### src/logic/dancer_consts.vh
// Constants for the dancer position loop: register map, reset values, codes and timing
`ifndef DANCER_CONSTS_VH
`define DANCER_CONSTS_VH

// Register byte offsets
`define OFS_ACTION    8'h00
`define OFS_SETPOINT  8'h04
`define OFS_UPPER     8'h08
`define OFS_LOWER     8'h0c
`define OFS_RANGE     8'h10
`define OFS_INFUNC0   8'h14
`define OFS_INFUNC1   8'h18
`define OFS_OUTFUNC   8'h1c
`define OFS_ACCEL2    8'h20
`define OFS_DECEL2    8'h24
`define OFS_THERM     8'h28
`define OFS_MAINSRC   8'h2c
`define OFS_BIAS      8'h30
`define OFS_GAIN      8'h34
`define OFS_NETBITS   8'h38
`define OFS_STATUS    8'h3c
`define OFS_MEAS      8'h40
`define OFS_FREQ      8'h44

// Reset values
`define RST_ACTION    8'h00
`define RST_NOVALUE   16'h270f
`define RST_RANGE     2'h0
`define RST_INFUNC    40'h00_0000_0000
`define RST_OUTFUNC   24'h00_0000
`define RST_RAMP      16'h0032
`define RST_MAINSRC   2'h0
`define RST_BIAS      16'h0000
`define RST_GAIN      16'h1770
`define RST_NETBITS   5'h00

// Parameter codes
`define ACT_LO        8'h28
`define ACT_HI        8'h2b
`define IN_LOOP_EN    8'h0e
`define OUT_LOWER     8'h0e
`define OUT_UPPER     8'h0f
`define OUT_DIR       8'h10
`define OUT_ACTIVE    8'h2f
`define OUT_NEG       8'h64
`define SRC_T2        2'h0
`define SRC_T4        2'h1
`define SRC_DIG       2'h2

// Percent scale in 0.1 % steps
`define PCT_FULL      11'h3e8
`define PCT_HALF      11'h1f4
`define ADC_4MA       12'h333
`define K_RANGE0      15'h4e25
`define K_RANGE1      15'h7d00
`define K_RANGE2      15'h3e84
`define RECIP_K       12'h419

// Ramp timing: one tick every 10 us, ramp times in 0.1 s over the full 60.00 Hz span
`define CLK_MHZ       125
`define TICK_US       10
`define TICK_CYCLES   (`TICK_US * `CLK_MHZ)
`define TICKS_PER_UNIT 14'h2710
`define RAMP_SPAN     31'h0000_1770

`endif

### src/logic/dancer_position_loop.v
// Dancer roller position loop with APB register access and routed output flags
`timescale 1ns/1ps
`include "dancer_consts.vh"

module dancer_position_loop (
  input  wire        pclk,
  input  wire        presetn,
  input  wire [7:0]  paddr,
  input  wire        psel,
  input  wire        penable,
  input  wire        pwrite,
  input  wire [31:0] pwdata,
  output reg  [31:0] prdata,
  output reg         pready,
  output reg         pslverr,
  input  wire [4:0]  input_terminals,
  input  wire [11:0] terminal4_code,
  input  wire [15:0] terminal2_freq,
  input  wire [15:0] terminal4_freq,
  input  wire [15:0] digital_freq,
  input  wire        forward_run,
  input  wire        reverse_run,
  output reg  [15:0] freq_command,
  output reg  [2:0]  output_terminals,
  output reg         loop_active
);

  reg [7:0]  loop_action_select;
  reg [15:0] setpoint_param;
  reg [15:0] upper_limit_param;
  reg [15:0] lower_limit_param;
  reg [1:0]  analog_range_select;
  reg [39:0] input_function_select;
  reg [23:0] output_function_select;
  reg [15:0] second_accel_time;
  reg [15:0] second_decel_time;
  reg [15:0] thermistor_protection_level;
  reg [1:0]  main_source_select;
  reg [15:0] terminal2_bias_frequency;
  reg [15:0] terminal2_gain_frequency;
  reg [4:0]  network_terminal_bits;

  reg [4:0]  term_meta;
  reg [4:0]  term_sync;
  reg [10:0] meas_pct;
  reg        upper_limit_flag;
  reg        lower_limit_flag;
  reg        rotation_direction_flag;
  reg        main_refused;
  reg [15:0] main_ramp;
  reg [30:0] ramp_acc;
  reg [10:0] tick_cnt;
  reg        tick;

  // Shown in STATUS and MEAS, so declared ahead of the read mux
  wire        dancer_sel;
  wire [10:0] sp_pct;

  // APB slave: zero wait states, read data captured in the setup cycle
  // Read data comes from setup, so a STATUS read shows state one cycle before the access
  // Writes to read-only or unmapped offsets fall to the default branch and change nothing
  wire wr_en = psel & penable & pwrite;
  wire rd_setup = psel & ~penable;
  reg  [31:0] next_prdata;
  reg         next_pslverr;

  always @(posedge pclk or negedge presetn) begin
    if (!presetn) begin
      loop_action_select          <= `RST_ACTION;
      setpoint_param              <= `RST_NOVALUE;
      upper_limit_param           <= `RST_NOVALUE;
      lower_limit_param           <= `RST_NOVALUE;
      analog_range_select         <= `RST_RANGE;
      input_function_select       <= `RST_INFUNC;
      output_function_select      <= `RST_OUTFUNC;
      second_accel_time           <= `RST_RAMP;
      second_decel_time           <= `RST_RAMP;
      thermistor_protection_level <= `RST_NOVALUE;
      main_source_select          <= `RST_MAINSRC;
      terminal2_bias_frequency    <= `RST_BIAS;
      terminal2_gain_frequency    <= `RST_GAIN;
      network_terminal_bits       <= `RST_NETBITS;
    end else if (wr_en) begin
      case (paddr)
        `OFS_ACTION:   loop_action_select <= pwdata[7:0];
        `OFS_SETPOINT: setpoint_param <= pwdata[15:0];
        `OFS_UPPER:    upper_limit_param <= pwdata[15:0];
        `OFS_LOWER:    lower_limit_param <= pwdata[15:0];
        `OFS_RANGE:    analog_range_select <= pwdata[1:0];
        `OFS_INFUNC0:  input_function_select[31:0] <= pwdata;
        `OFS_INFUNC1:  input_function_select[39:32] <= pwdata[7:0];
        `OFS_OUTFUNC:  output_function_select <= pwdata[23:0];
        `OFS_ACCEL2:   second_accel_time <= pwdata[15:0];
        `OFS_DECEL2:   second_decel_time <= pwdata[15:0];
        `OFS_THERM:    thermistor_protection_level <= pwdata[15:0];
        `OFS_MAINSRC:  main_source_select <= pwdata[1:0];
        `OFS_BIAS:     terminal2_bias_frequency <= pwdata[15:0];
        `OFS_GAIN:     terminal2_gain_frequency <= pwdata[15:0];
        `OFS_NETBITS:  network_terminal_bits <= pwdata[4:0];
        default: begin
        end
      endcase
    end
  end

  always @* begin
    next_pslverr = 1'b0;
    case (paddr)
      `OFS_ACTION:   next_prdata = {24'h00_0000, loop_action_select};
      `OFS_SETPOINT: next_prdata = {16'h0000, setpoint_param};
      `OFS_UPPER:    next_prdata = {16'h0000, upper_limit_param};
      `OFS_LOWER:    next_prdata = {16'h0000, lower_limit_param};
      `OFS_RANGE:    next_prdata = {30'h0000_0000, analog_range_select};
      `OFS_INFUNC0:  next_prdata = input_function_select[31:0];
      `OFS_INFUNC1:  next_prdata = {24'h00_0000, input_function_select[39:32]};
      `OFS_OUTFUNC:  next_prdata = {8'h00, output_function_select};
      `OFS_ACCEL2:   next_prdata = {16'h0000, second_accel_time};
      `OFS_DECEL2:   next_prdata = {16'h0000, second_decel_time};
      `OFS_THERM:    next_prdata = {16'h0000, thermistor_protection_level};
      `OFS_MAINSRC:  next_prdata = {30'h0000_0000, main_source_select};
      `OFS_BIAS:     next_prdata = {16'h0000, terminal2_bias_frequency};
      `OFS_GAIN:     next_prdata = {16'h0000, terminal2_gain_frequency};
      `OFS_NETBITS:  next_prdata = {27'h000_0000, network_terminal_bits};
      `OFS_STATUS:   next_prdata = {26'h000_0000, main_refused, loop_active, rotation_direction_flag,
                                    lower_limit_flag, upper_limit_flag, dancer_sel};
      `OFS_MEAS:     next_prdata = {5'h00, sp_pct, 5'h00, meas_pct};
      `OFS_FREQ:     next_prdata = {16'h0000, freq_command};
      default: begin
        next_prdata  = 32'h0000_0000;
        next_pslverr = 1'b1;
      end
    endcase
  end

  always @(posedge pclk or negedge presetn) begin
    if (!presetn) begin
      prdata  <= 32'h0000_0000;
      pready  <= 1'b0;
      pslverr <= 1'b0;
    end else begin
      pready <= 1'b1;
      if (rd_setup) begin
        prdata  <= pwrite ? 32'h0000_0000 : next_prdata;
        pslverr <= next_pslverr;
      end
    end
  end

  // Terminals come from the field wiring, so they are synchronised before use
  // Only the second flop feeds logic; the first may still be settling
  always @(posedge pclk or negedge presetn) begin
    if (!presetn) begin
      term_meta <= 5'h00;
      term_sync <= 5'h00;
    end else begin
      term_meta <= input_terminals;
      term_sync <= term_meta;
    end
  end

  // Loop enable mapping; a network bit drives the same enable as its terminal
  // The two are ORed, so either source alone can enable the loop
  reg     en_mapped;
  reg     en_level;
  integer i;
  always @* begin
    en_mapped = 1'b0;
    en_level  = 1'b0;
    for (i = 0; i < 5; i = i + 1) begin
      if (input_function_select[i*8 +: 8] == `IN_LOOP_EN) begin
        en_mapped = 1'b1;
        if (term_sync[i] | network_terminal_bits[i])
          en_level = 1'b1;
      end
    end
  end

  assign dancer_sel = (loop_action_select >= `ACT_LO) && (loop_action_select <= `ACT_HI);
  wire dancer_en  = dancer_sel && (!en_mapped || en_level);
  wire ratio_mode = loop_action_select[1];
  wire fwd_action = loop_action_select[0];

  // Terminal 4 scaling: offset in range 0 only, then fixed-point reciprocal, clipped at full scale
  // Reciprocal constants are rounded, so a result can be one step off; the clip caps full scale
  reg [11:0] adc_off;
  reg [14:0] adc_k;
  always @* begin
    case (analog_range_select)
      2'h0: begin
        adc_off = (terminal4_code > `ADC_4MA) ? (terminal4_code - `ADC_4MA) : 12'h000;
        adc_k   = `K_RANGE0;
      end
      2'h1: begin
        adc_off = terminal4_code;
        adc_k   = `K_RANGE1;
      end
      default: begin
        adc_off = terminal4_code;
        adc_k   = `K_RANGE2;
      end
    endcase
  end
  wire [26:0] adc_prod = adc_off * adc_k;
  wire [10:0] adc_pct  = adc_prod[26:16];

  always @(posedge pclk or negedge presetn) begin
    if (!presetn)
      meas_pct <= 11'h000;
    else
      meas_pct <= (adc_pct > `PCT_FULL) ? `PCT_FULL : adc_pct;
  end

  // Set point and limits in 0.1 % steps; 9999 is the no-value code
  assign sp_pct = (setpoint_param == `RST_NOVALUE) ? `PCT_HALF :
                  (setpoint_param > {5'h00, `PCT_FULL}) ? `PCT_FULL : setpoint_param[10:0];
  // Limit flags are gated by the selection alone, not by the loop enable input
  wire up_on = dancer_sel && (upper_limit_param != `RST_NOVALUE) &&
               ({5'h00, meas_pct} > upper_limit_param);
  wire lo_on = dancer_sel && (lower_limit_param != `RST_NOVALUE) &&
               ({5'h00, meas_pct} < lower_limit_param);

  // Main speed source; terminal 4 while the loop is selected and a thermistor-bound terminal 2 read as zero
  // A refused source reads zero rather than the measurement it carries
  reg [15:0] main_raw;
  reg        refused;
  always @* begin
    refused = 1'b0;
    case (main_source_select)
      `SRC_T2: begin
        refused  = (thermistor_protection_level != `RST_NOVALUE);
        main_raw = refused ? 16'h0000 : terminal2_freq;
      end
      `SRC_T4: begin
        refused  = dancer_sel;
        main_raw = refused ? 16'h0000 : terminal4_freq;
      end
      default: main_raw = digital_freq;
    endcase
  end

  // Ramp tick divider
  // A 10 us tick keeps the ramp accumulator narrow, at the price of a coarse first step
  always @(posedge pclk or negedge presetn) begin
    if (!presetn) begin
      tick_cnt <= 11'h000;
      tick     <= 1'b0;
    end else if (tick_cnt == `TICK_CYCLES - 1) begin
      tick_cnt <= 11'h000;
      tick     <= 1'b1;
    end else begin
      tick_cnt <= tick_cnt + 11'h001;
      tick     <= 1'b0;
    end
  end

  // Ramp: error-accumulating stepper, one 0.01 Hz step at most per tick, or a direct jump at zero ramp time.
  // While the loop is off the ramp tracks the output, so enabling starts from it.
  // A new ramp time applies from the next step; the accumulated remainder is kept.
  wire        ramp_up    = main_raw > main_ramp;
  wire [15:0] ramp_time  = ramp_up ? second_accel_time : second_decel_time;
  wire [30:0] ramp_limit = ramp_time * `TICKS_PER_UNIT;
  wire [30:0] next_acc   = ramp_acc + `RAMP_SPAN;

  always @(posedge pclk or negedge presetn) begin
    if (!presetn) begin
      main_ramp <= 16'h0000;
      ramp_acc  <= 31'h0000_0000;
    end else if (!dancer_en) begin
      main_ramp <= freq_command;
      ramp_acc  <= 31'h0000_0000;
    end else if (main_raw == main_ramp) begin
      ramp_acc <= 31'h0000_0000;
    end else if (ramp_limit == 31'h0000_0000) begin
      main_ramp <= main_raw;
    end else if (tick) begin
      if (next_acc >= ramp_limit) begin
        main_ramp <= ramp_up ? main_ramp + 16'h0001 : main_ramp - 16'h0001;
        ramp_acc  <= next_acc - ramp_limit;
      end else begin
        ramp_acc <= next_acc;
      end
    end
  end

  // Correction: deviation times span, divided by 1000 via a reciprocal multiply
  // The arithmetic shift floors, so a negative correction can come out one step larger
  wire signed [11:0] dev = fwd_action ? ($signed({1'b0, meas_pct}) - $signed({1'b0, sp_pct}))
                                      : ($signed({1'b0, sp_pct}) - $signed({1'b0, meas_pct}));
  wire [15:0] m_clip = (main_ramp < terminal2_bias_frequency) ? terminal2_bias_frequency :
                       (main_ramp > terminal2_gain_frequency) ? terminal2_gain_frequency : main_ramp;
  wire signed [16:0] fixed_span = $signed({1'b0, terminal2_gain_frequency}) -
                                  $signed({1'b0, terminal2_bias_frequency});
  wire signed [16:0] ratio_span = $signed({1'b0, m_clip}) - $signed({1'b0, terminal2_bias_frequency});
  wire signed [16:0] factor     = ratio_mode ? ratio_span : fixed_span;
  wire signed [12:0] recip      = $signed({1'b0, `RECIP_K});
  wire signed [41:0] corr_prod  = dev * factor * recip;
  wire signed [17:0] corr       = corr_prod[37:20];
  wire signed [18:0] sum        = $signed({3'b000, main_ramp}) + corr;
  wire [15:0] sum_clip = sum[18] ? 16'h0000 : (sum[17:16] != 2'b00) ? 16'hffff : sum[15:0];

  // Output flags and routing; code 100 and above drives inverted
  // Unassigned codes drive low, or high when inverted
  reg [2:0] next_out;
  reg [7:0] fcode;
  reg [7:0] fbase;
  reg       flevel;
  integer   j;
  always @* begin
    next_out = 3'h0;
    fcode    = 8'h00;
    fbase    = 8'h00;
    flevel   = 1'b0;
    for (j = 0; j < 3; j = j + 1) begin
      fcode = output_function_select[j*8 +: 8];
      fbase = (fcode >= `OUT_NEG) ? fcode - `OUT_NEG : fcode;
      case (fbase)
        `OUT_UPPER:  flevel = upper_limit_flag;
        `OUT_LOWER:  flevel = lower_limit_flag;
        `OUT_DIR:    flevel = rotation_direction_flag;
        `OUT_ACTIVE: flevel = loop_active;
        default:     flevel = 1'b0;
      endcase
      next_out[j] = (fcode >= `OUT_NEG) ? ~flevel : flevel;
    end
  end

  // With the loop off the main source passes straight through, without the second ramp

  always @(posedge pclk or negedge presetn) begin
    if (!presetn) begin
      freq_command            <= 16'h0000;
      loop_active             <= 1'b0;
      upper_limit_flag        <= 1'b0;
      lower_limit_flag        <= 1'b0;
      rotation_direction_flag <= 1'b0;
      main_refused            <= 1'b0;
      output_terminals        <= 3'h0;
    end else begin
      freq_command            <= dancer_en ? sum_clip : main_raw;
      loop_active             <= dancer_en;
      upper_limit_flag        <= up_on;
      lower_limit_flag        <= lo_on;
      rotation_direction_flag <= forward_run & ~reverse_run;
      main_refused            <= refused;
      output_terminals        <= next_out;
    end
  end

endmodule

### config.mk
export PLATFORM = sky130hd
export DESIGN_NAME = dancer_position_loop
export DESIGN_NICKNAME = d
export VERILOG_FILES = /design/src/logic/dancer_position_loop.v
export VERILOG_INCLUDE_DIRS = /design/src /design/src/logic
export SDC_FILE = /design/constraint.sdc
export NUM_CORES = 2
export LEC_CHECK = 0
export ABC_AREA = 0
export BUFFER_PORTS_ARGS = -buffer_cell sky130_fd_sc_hd__buf_4
export CAP_MARGIN = 40
export CORE_UTILIZATION = 60
export CTS_CLUSTER_SIZE = 16
export DETAILED_ROUTE_END_ITERATION = 16
export PLACE_DENSITY = 0.79
export SLEW_MARGIN = 10
export SYNTH_ARGS = -nofsm -noshare
export SYNTH_HDL_FRONTEND = slang
export SYNTH_SLANG_ARGS = --single-unit
### constraint.sdc
create_clock -name pclk -period 33.4 [get_ports pclk]
set_input_delay 6.68 -clock pclk [delete_from_list [all_inputs] [get_ports pclk]]
set_output_delay 6.68 -clock pclk [all_outputs]
set_load 0.01 [all_outputs]
Yosys cells after proc, flatten, opt, wreduce, memory -nomap -nowiden
Cells that the tools add are included.

Register bits after elaboration: 347. Logic and storage cells: 214.

Add/sub/neg operators: 14. $mul: 4. Magnitude comparators: 14. Equal/unequal tests: 47. Multiplexer cells: 58. Bitwise operators: 14. Reduce and logical (&&, ||, !) cells: 31.

Operators by type and width (number): 32-bit one-hot mux with 18 select lines (1); 16-bit 2-to-1 mux (14); 31-bit 2-to-1 mux (5); 8-bit by 4-bit == test with 1-bit output (second input constant) (13); 8-bit by 6-bit == test with 1-bit output (second input constant) (11); 8-bit by 5-bit == test with 1-bit output (second input constant) (7); 16-bit by 14-bit inequality test with 1-bit output (second input constant) (3); 11-bit 2-to-1 mux (4); 29-bit by 12-bit multiplier with 38-bit output (second input constant) (1); 12-bit 2-to-1 mux (3); 16-bit by 16-bit subtractor with 17-bit output (2); 16-bit > comparator (2); 32-bit 2-to-1 mux (1); 16-bit one-hot mux with 2 select lines (1); 2-bit AND reduction (16); 31-bit by 13-bit adder with 31-bit output (second input constant) (1); 31-bit by 30-bit >= comparator with 1-bit output (1); 31-bit zero test (1); 31-bit by 30-bit subtractor with 31-bit output (1); 15-bit one-hot mux with 2 select lines (1); 12-bit by 17-bit multiplier with 29-bit output (1); 12-bit by 15-bit multiplier with 27-bit output (1); 16-bit by 10-bit multiplier with 26-bit output (second input constant) (1); 8-bit by 7-bit >= comparator with 1-bit output (second input constant) (3); other kinds (41) (87).

Depth between registers and ports, before layout
Depth in word-level cells: 15. Depth in mapped cells: 72. Mapped depth without buffers: 70.

Worst setup path before layout
Ideal clock, no wire load.

Path kind: register to register. From: reg main_ramp[1]. To: reg freq_command[10]. Setup time: 0.083 ns. Arrival: 15.503 ns. Slack: 17.814 ns. Cell stages (with the launch flop): 65. Path buffers: 2. Period minus slack after synthesis: 15.586 ns. Cell sequence: dfrtp_1 ha_1 nor2b_1 o21a_1 o21a_1 o21a_1 o21a_1 o21a_1 o21a_1 o41ai_1 o21ai_1 o221a_2 ha_1 fa_1 nor2b_1 o21ai_0 a21boi_0 o21ai_0 [... 29 more ...] inv_1 ha_1 o21a_1 o21a_1 nor2_1 a21oi_1 a21oi_1 o21ai_0 xor2_1 ha_1 and2_1 a31o_2 o31a_1 o21a_1 nor4b_1 mux2i_1 clkbuf_1 o21ai_0.

Longest elaborated chain between the ends: 12. Elaborated cells on any way between the ends: 13.

Ends and longest elaborated chain: from (decl) (RTL line dancer_position_loop.v:50) `reg [15:0] main_ramp;`; from (signal assigned) (RTL line dancer_position_loop.v:269) `main_ramp <= freq_command;`; from (signal assigned) (RTL line dancer_position_loop.v:274) `main_ramp <= main_raw;`; from (signal assigned) (RTL line dancer_position_loop.v:277) `main_ramp <= ramp_up ? main_ramp + 16'h0001 : main_ramp - 16'h0001;`; 16-bit > comparator (RTL line dancer_position_loop.v:290) `(main_ramp > terminal2_gain_frequency) ? terminal2_gain_frequency : main_ramp;`; 16-bit 2-to-1 mux (RTL line dancer_position_loop.v:290); 16-bit 2-to-1 mux (RTL line dancer_position_loop.v:289) `wire [15:0] m_clip = (main_ramp < terminal2_bias_frequency) ? terminal2_bias_frequency :`; 16-bit by 16-bit subtractor with 17-bit output (RTL line dancer_position_loop.v:293) `wire signed [16:0] ratio_span = $signed({1'b0, m_clip}) - $signed({1'b0, terminal2_bias_frequency});`; 17-bit 2-to-1 mux (RTL line dancer_position_loop.v:294) `wire signed [16:0] factor = ratio_mode ? ratio_span : fixed_span;`; 12-bit by 17-bit multiplier with 29-bit output (RTL line dancer_position_loop.v:296) `wire signed [41:0] corr_prod = dev * factor * recip;`; 29-bit by 12-bit multiplier with 38-bit output (RTL line dancer_position_loop.v:296); 17-bit by 18-bit adder with 19-bit output * (RTL line dancer_position_loop.v:298) `wire signed [18:0] sum = $signed({3'b000, main_ramp}) + corr;`; 2-bit nonzero test (RTL line dancer_position_loop.v:299) `wire [15:0] sum_clip = sum[18] ? 16'h0000 : (sum[17:16] != 2'b00) ? 16'hffff : sum[15:0];`; 16-bit 2-to-1 mux (RTL line dancer_position_loop.v:299); 16-bit 2-to-1 mux * (RTL line dancer_position_loop.v:299); 16-bit 2-to-1 mux * (RTL line dancer_position_loop.v:339) `freq_command <= dancer_en ? sum_clip : main_raw;`; to (signal assigned) (RTL line dancer_position_loop.v:339); to (decl) (RTL line dancer_position_loop.v:23) `output reg [15:0] freq_command,`.

Every way passes the cells marked *; elsewhere a longest branch is shown, timed or not. A chain may end at the register's enable or synchronous reset.

Final worst setup path
From: reg main_ramp[1]. To: reg freq_command[9].

The elaborated chain is that of the path after synthesis.

==> flow_summary.yaml <==
yosys:
  synth_ff_type: "dfrtp_1"
  synthSimpleGateAreaFrac_pct: 12.9
  synth.lib_cells_used.distinct: 87
  async_flop_share_pct: 100
  synthCells: 4467
  synth.area.mux_share_pct: 7.21
  synth_xor_area_share_pct: 4.54
  dominant_combinational_cell_family_by_area_after_synthesis: "adder cells"
  synth_sequential_area_ratio_pct: 20.8
  syn-cell-area_um2: 41500
  synth-compound-area-share_pct: 14.3
  number_of_enable_flip_flop_cells_after_synthesis: 0
  syn_area_per_cell_um2: 9.29
  ys_warn_count: 0
  yosys_register_bits: 343
  yosys.area_share.adder_pct: 33.1
critical_path:
  crit_path_end_kind: "flop"
  cp.required_ps: 33920
  cp_top_family: "compound AO/OA/AOI/OAI gates"
  critical_path.max_stage_delay_ps: 600
  r2r.worst_path.cells: 62
  crit_path_end: "freq_command[9]"
  r2r-start: "main_ramp[1]"
  cp_slowest_cell: "dfrtp_1"
  timing.critical_path.depth: 62
  arrival_time_of_the_worst_setup_path_ps: 18100
  reg2reg_setup_slack_ps: 15820
  worstReg2RegEnd: "freq_command[9]"
  setup.worst_path.class: "flop to flop"
  worstPathBufferInverterCount: 6
  crit_top_cell: "o21a_1"
  cp-startpoint: "main_ramp[1]"
  crit_path_start_kind: "flop"
  path_max_fanout: 17
detailed_routing:
  antenna_left: 0
  route.detailed.drc: 0
  drt_iter0_drc: 3362
  route.final.wire_length_um: 118000
  detail_route.vias_per_cell: 6.25
  drt_first_pass_iters: 9
  route.vias.total: 34300
  routed_wire_length_per_instance_um: 21.5
sta:
  layout_worst_path_cycle_share_pct: 52.6
  setup_tns_ps: 0
  finalWorstPathRequiredPeriod_ps: 17580
  maxClockFrequency_mhz: 56.9
  worst_clock_skew_ps: 24.4
  finalSetupViolCount: 0
  postLayoutSetupSlackWorst_ps: 15820
  rsz0062_at_grt: "no"
  tightest_slew_ps: 981
  timing_max_transition_violations_final: 0
  max-slew-margin-rel_pct: 34.6
  hold_viol_final: 0
die:
  die_area_um2: 70200
  ioPinCount: 166
  core_area_um2: 68500
  fp.dieW_um: 265
  dieHeight_um: 265
  core.rowCount: 96
  floorplan.initialDensity_pct: 60.6
status:
  run_status: "complete, no violations"
global_routing:
  grt_start_max_net_pins: 162
  globalRouteTotalUtil_pct: 33.9
  vias_in_the_first_global_route: 34400
  antenna_found_initial: 4
  gr-total-overflow: 0
  grt_first_pass_wirelength_um: 188000
layout:
  finish.instance_area_um2: 45000
  final_layout_size_suffix_gt1_share_pct: 13.1
  most-common-layout-cells: "632 x inv_1, 521 x ha_1, 360 x fa_1"
  most_common_cell_after_layout_fill_and_taps_aside: "inv_1"
  num-nets-final: 5574
  n_fill_cell: 5562
  multiInputGateArea_um2: 30000
  sequential_cell_area_um2: 8640
  syn_to_final_growth_pct: 8.41
clocking:
  clkLatencyLatePin_ps: 620
  cts.clk_slew.worst_paths_ps: 70
  clkSinkCount: 343
  postCtsHoldBufs: 0
  max-clock-path-buffers: 3
  post_cts_resized: 0
  tritoncts_clock_tree: "done"
  numCtsBuffers: 31
  cts-htree-levels: 1
  number_of_setup_buffers_added_after_cts: 0
  clock_tree.root_cell: "clkbuf_16"
hold_path:
  holdCritPathClass: "flop to flop"
  whs_path_depth: 0
placed_design:
  placed_area_um2: 43800
  post-place-ws_ps: 16040
  gp_congestion: 0.993
  port_buffers: 165
  place_hpwl_um: 93700
job:
  maxCapViolCount: 0
-- metrics by stage --
stage	utilization, %	instances	hold slack [ps]
6_report	65.7	5491	354
5_1_grt	65.7	5488	373
4_1_cts	65.7	5488	354
3_5_place_dp	64.0	5430	343
3_3_place_gp	63.8	5412	334
2_1_floorplan	-	4469	331
-- layer usage --
layer | global-route usage, % | part of all wire [%] | vias to the layer above
li1 | - | - | 15600
met5 | 0 | 0.033 | -
met4 | 13.1 | 4.6 | 6
met2 | 53.5 | 45 | 1640
met1 | 46.1 | 41 | 16700
met3 | 6.52 | 9.2 | 357
-- how the worst min path moves through the flow --
stage                 startpoint            to  slack (ps)
finish              term_meta[3]  term_sync[3]         350
global placement    term_meta[2]  term_sync[2]         330
detailed placement  term_meta[3]  term_sync[3]         340
CTS                 term_meta[3]  term_sync[3]         350
global route        term_meta[3]  term_sync[3]         370
floorplan           term_meta[0]  term_sync[0]         330
-- final cells by class --
cell class	instances	area share (%)
multi-input cells	3342	66.6
flip-flops and latches	343	19.2
inverters	634	5.29
repair buffers	229	3.94
well taps	882	2.45
clock buffers	38	1.85
clock inverters	20	0.648
diodes	3	0.0167
-- synth_stat cells, types with 38 or more instances --
library cell,instances,area share (%)
a21o_1,90,1.6
a21oi_1,170,2.1
a22oi_1,64,1.2
and2_1,52,0.78
clkbuf_1,128,1.2
dfrtp_1,298,18
dfstp_2,45,2.8
fa_1,360,17
ha_1,521,16
inv_1,632,5.7
mux2_2,230,6.2
mux2i_1,40,0.97
nand2_1,325,2.9
nand2b_1,38,0.57
nand3_1,93,1.1
nand4_1,44,0.66
nor2_1,304,2.8
nor2b_1,48,0.72
nor3_1,72,0.87
o21a_1,43,0.78
o21ai_0,137,1.7
xnor2_1,126,2.7
xor2_1,89,1.9
-- cells by family after synthesis --
logic type      count (synthesis)
flops                         343
mux                           270
simple gates                 1121
xor+xnor                      215
compound gates                851
other cells                     2
fa+ha+maj                     881
buf+inv                       784
-- registers in the layout, indices dropped and copies added, names as in the netlist, 24 cells and up --
register / flops
ramp_acc: 27
input_function_select: 40
prdata: 32
output_function_select: 24
Power is left out: the tool's default activity adds up to more than one toggle a clock period on the data nets, which glitch-free logic cannot reach.
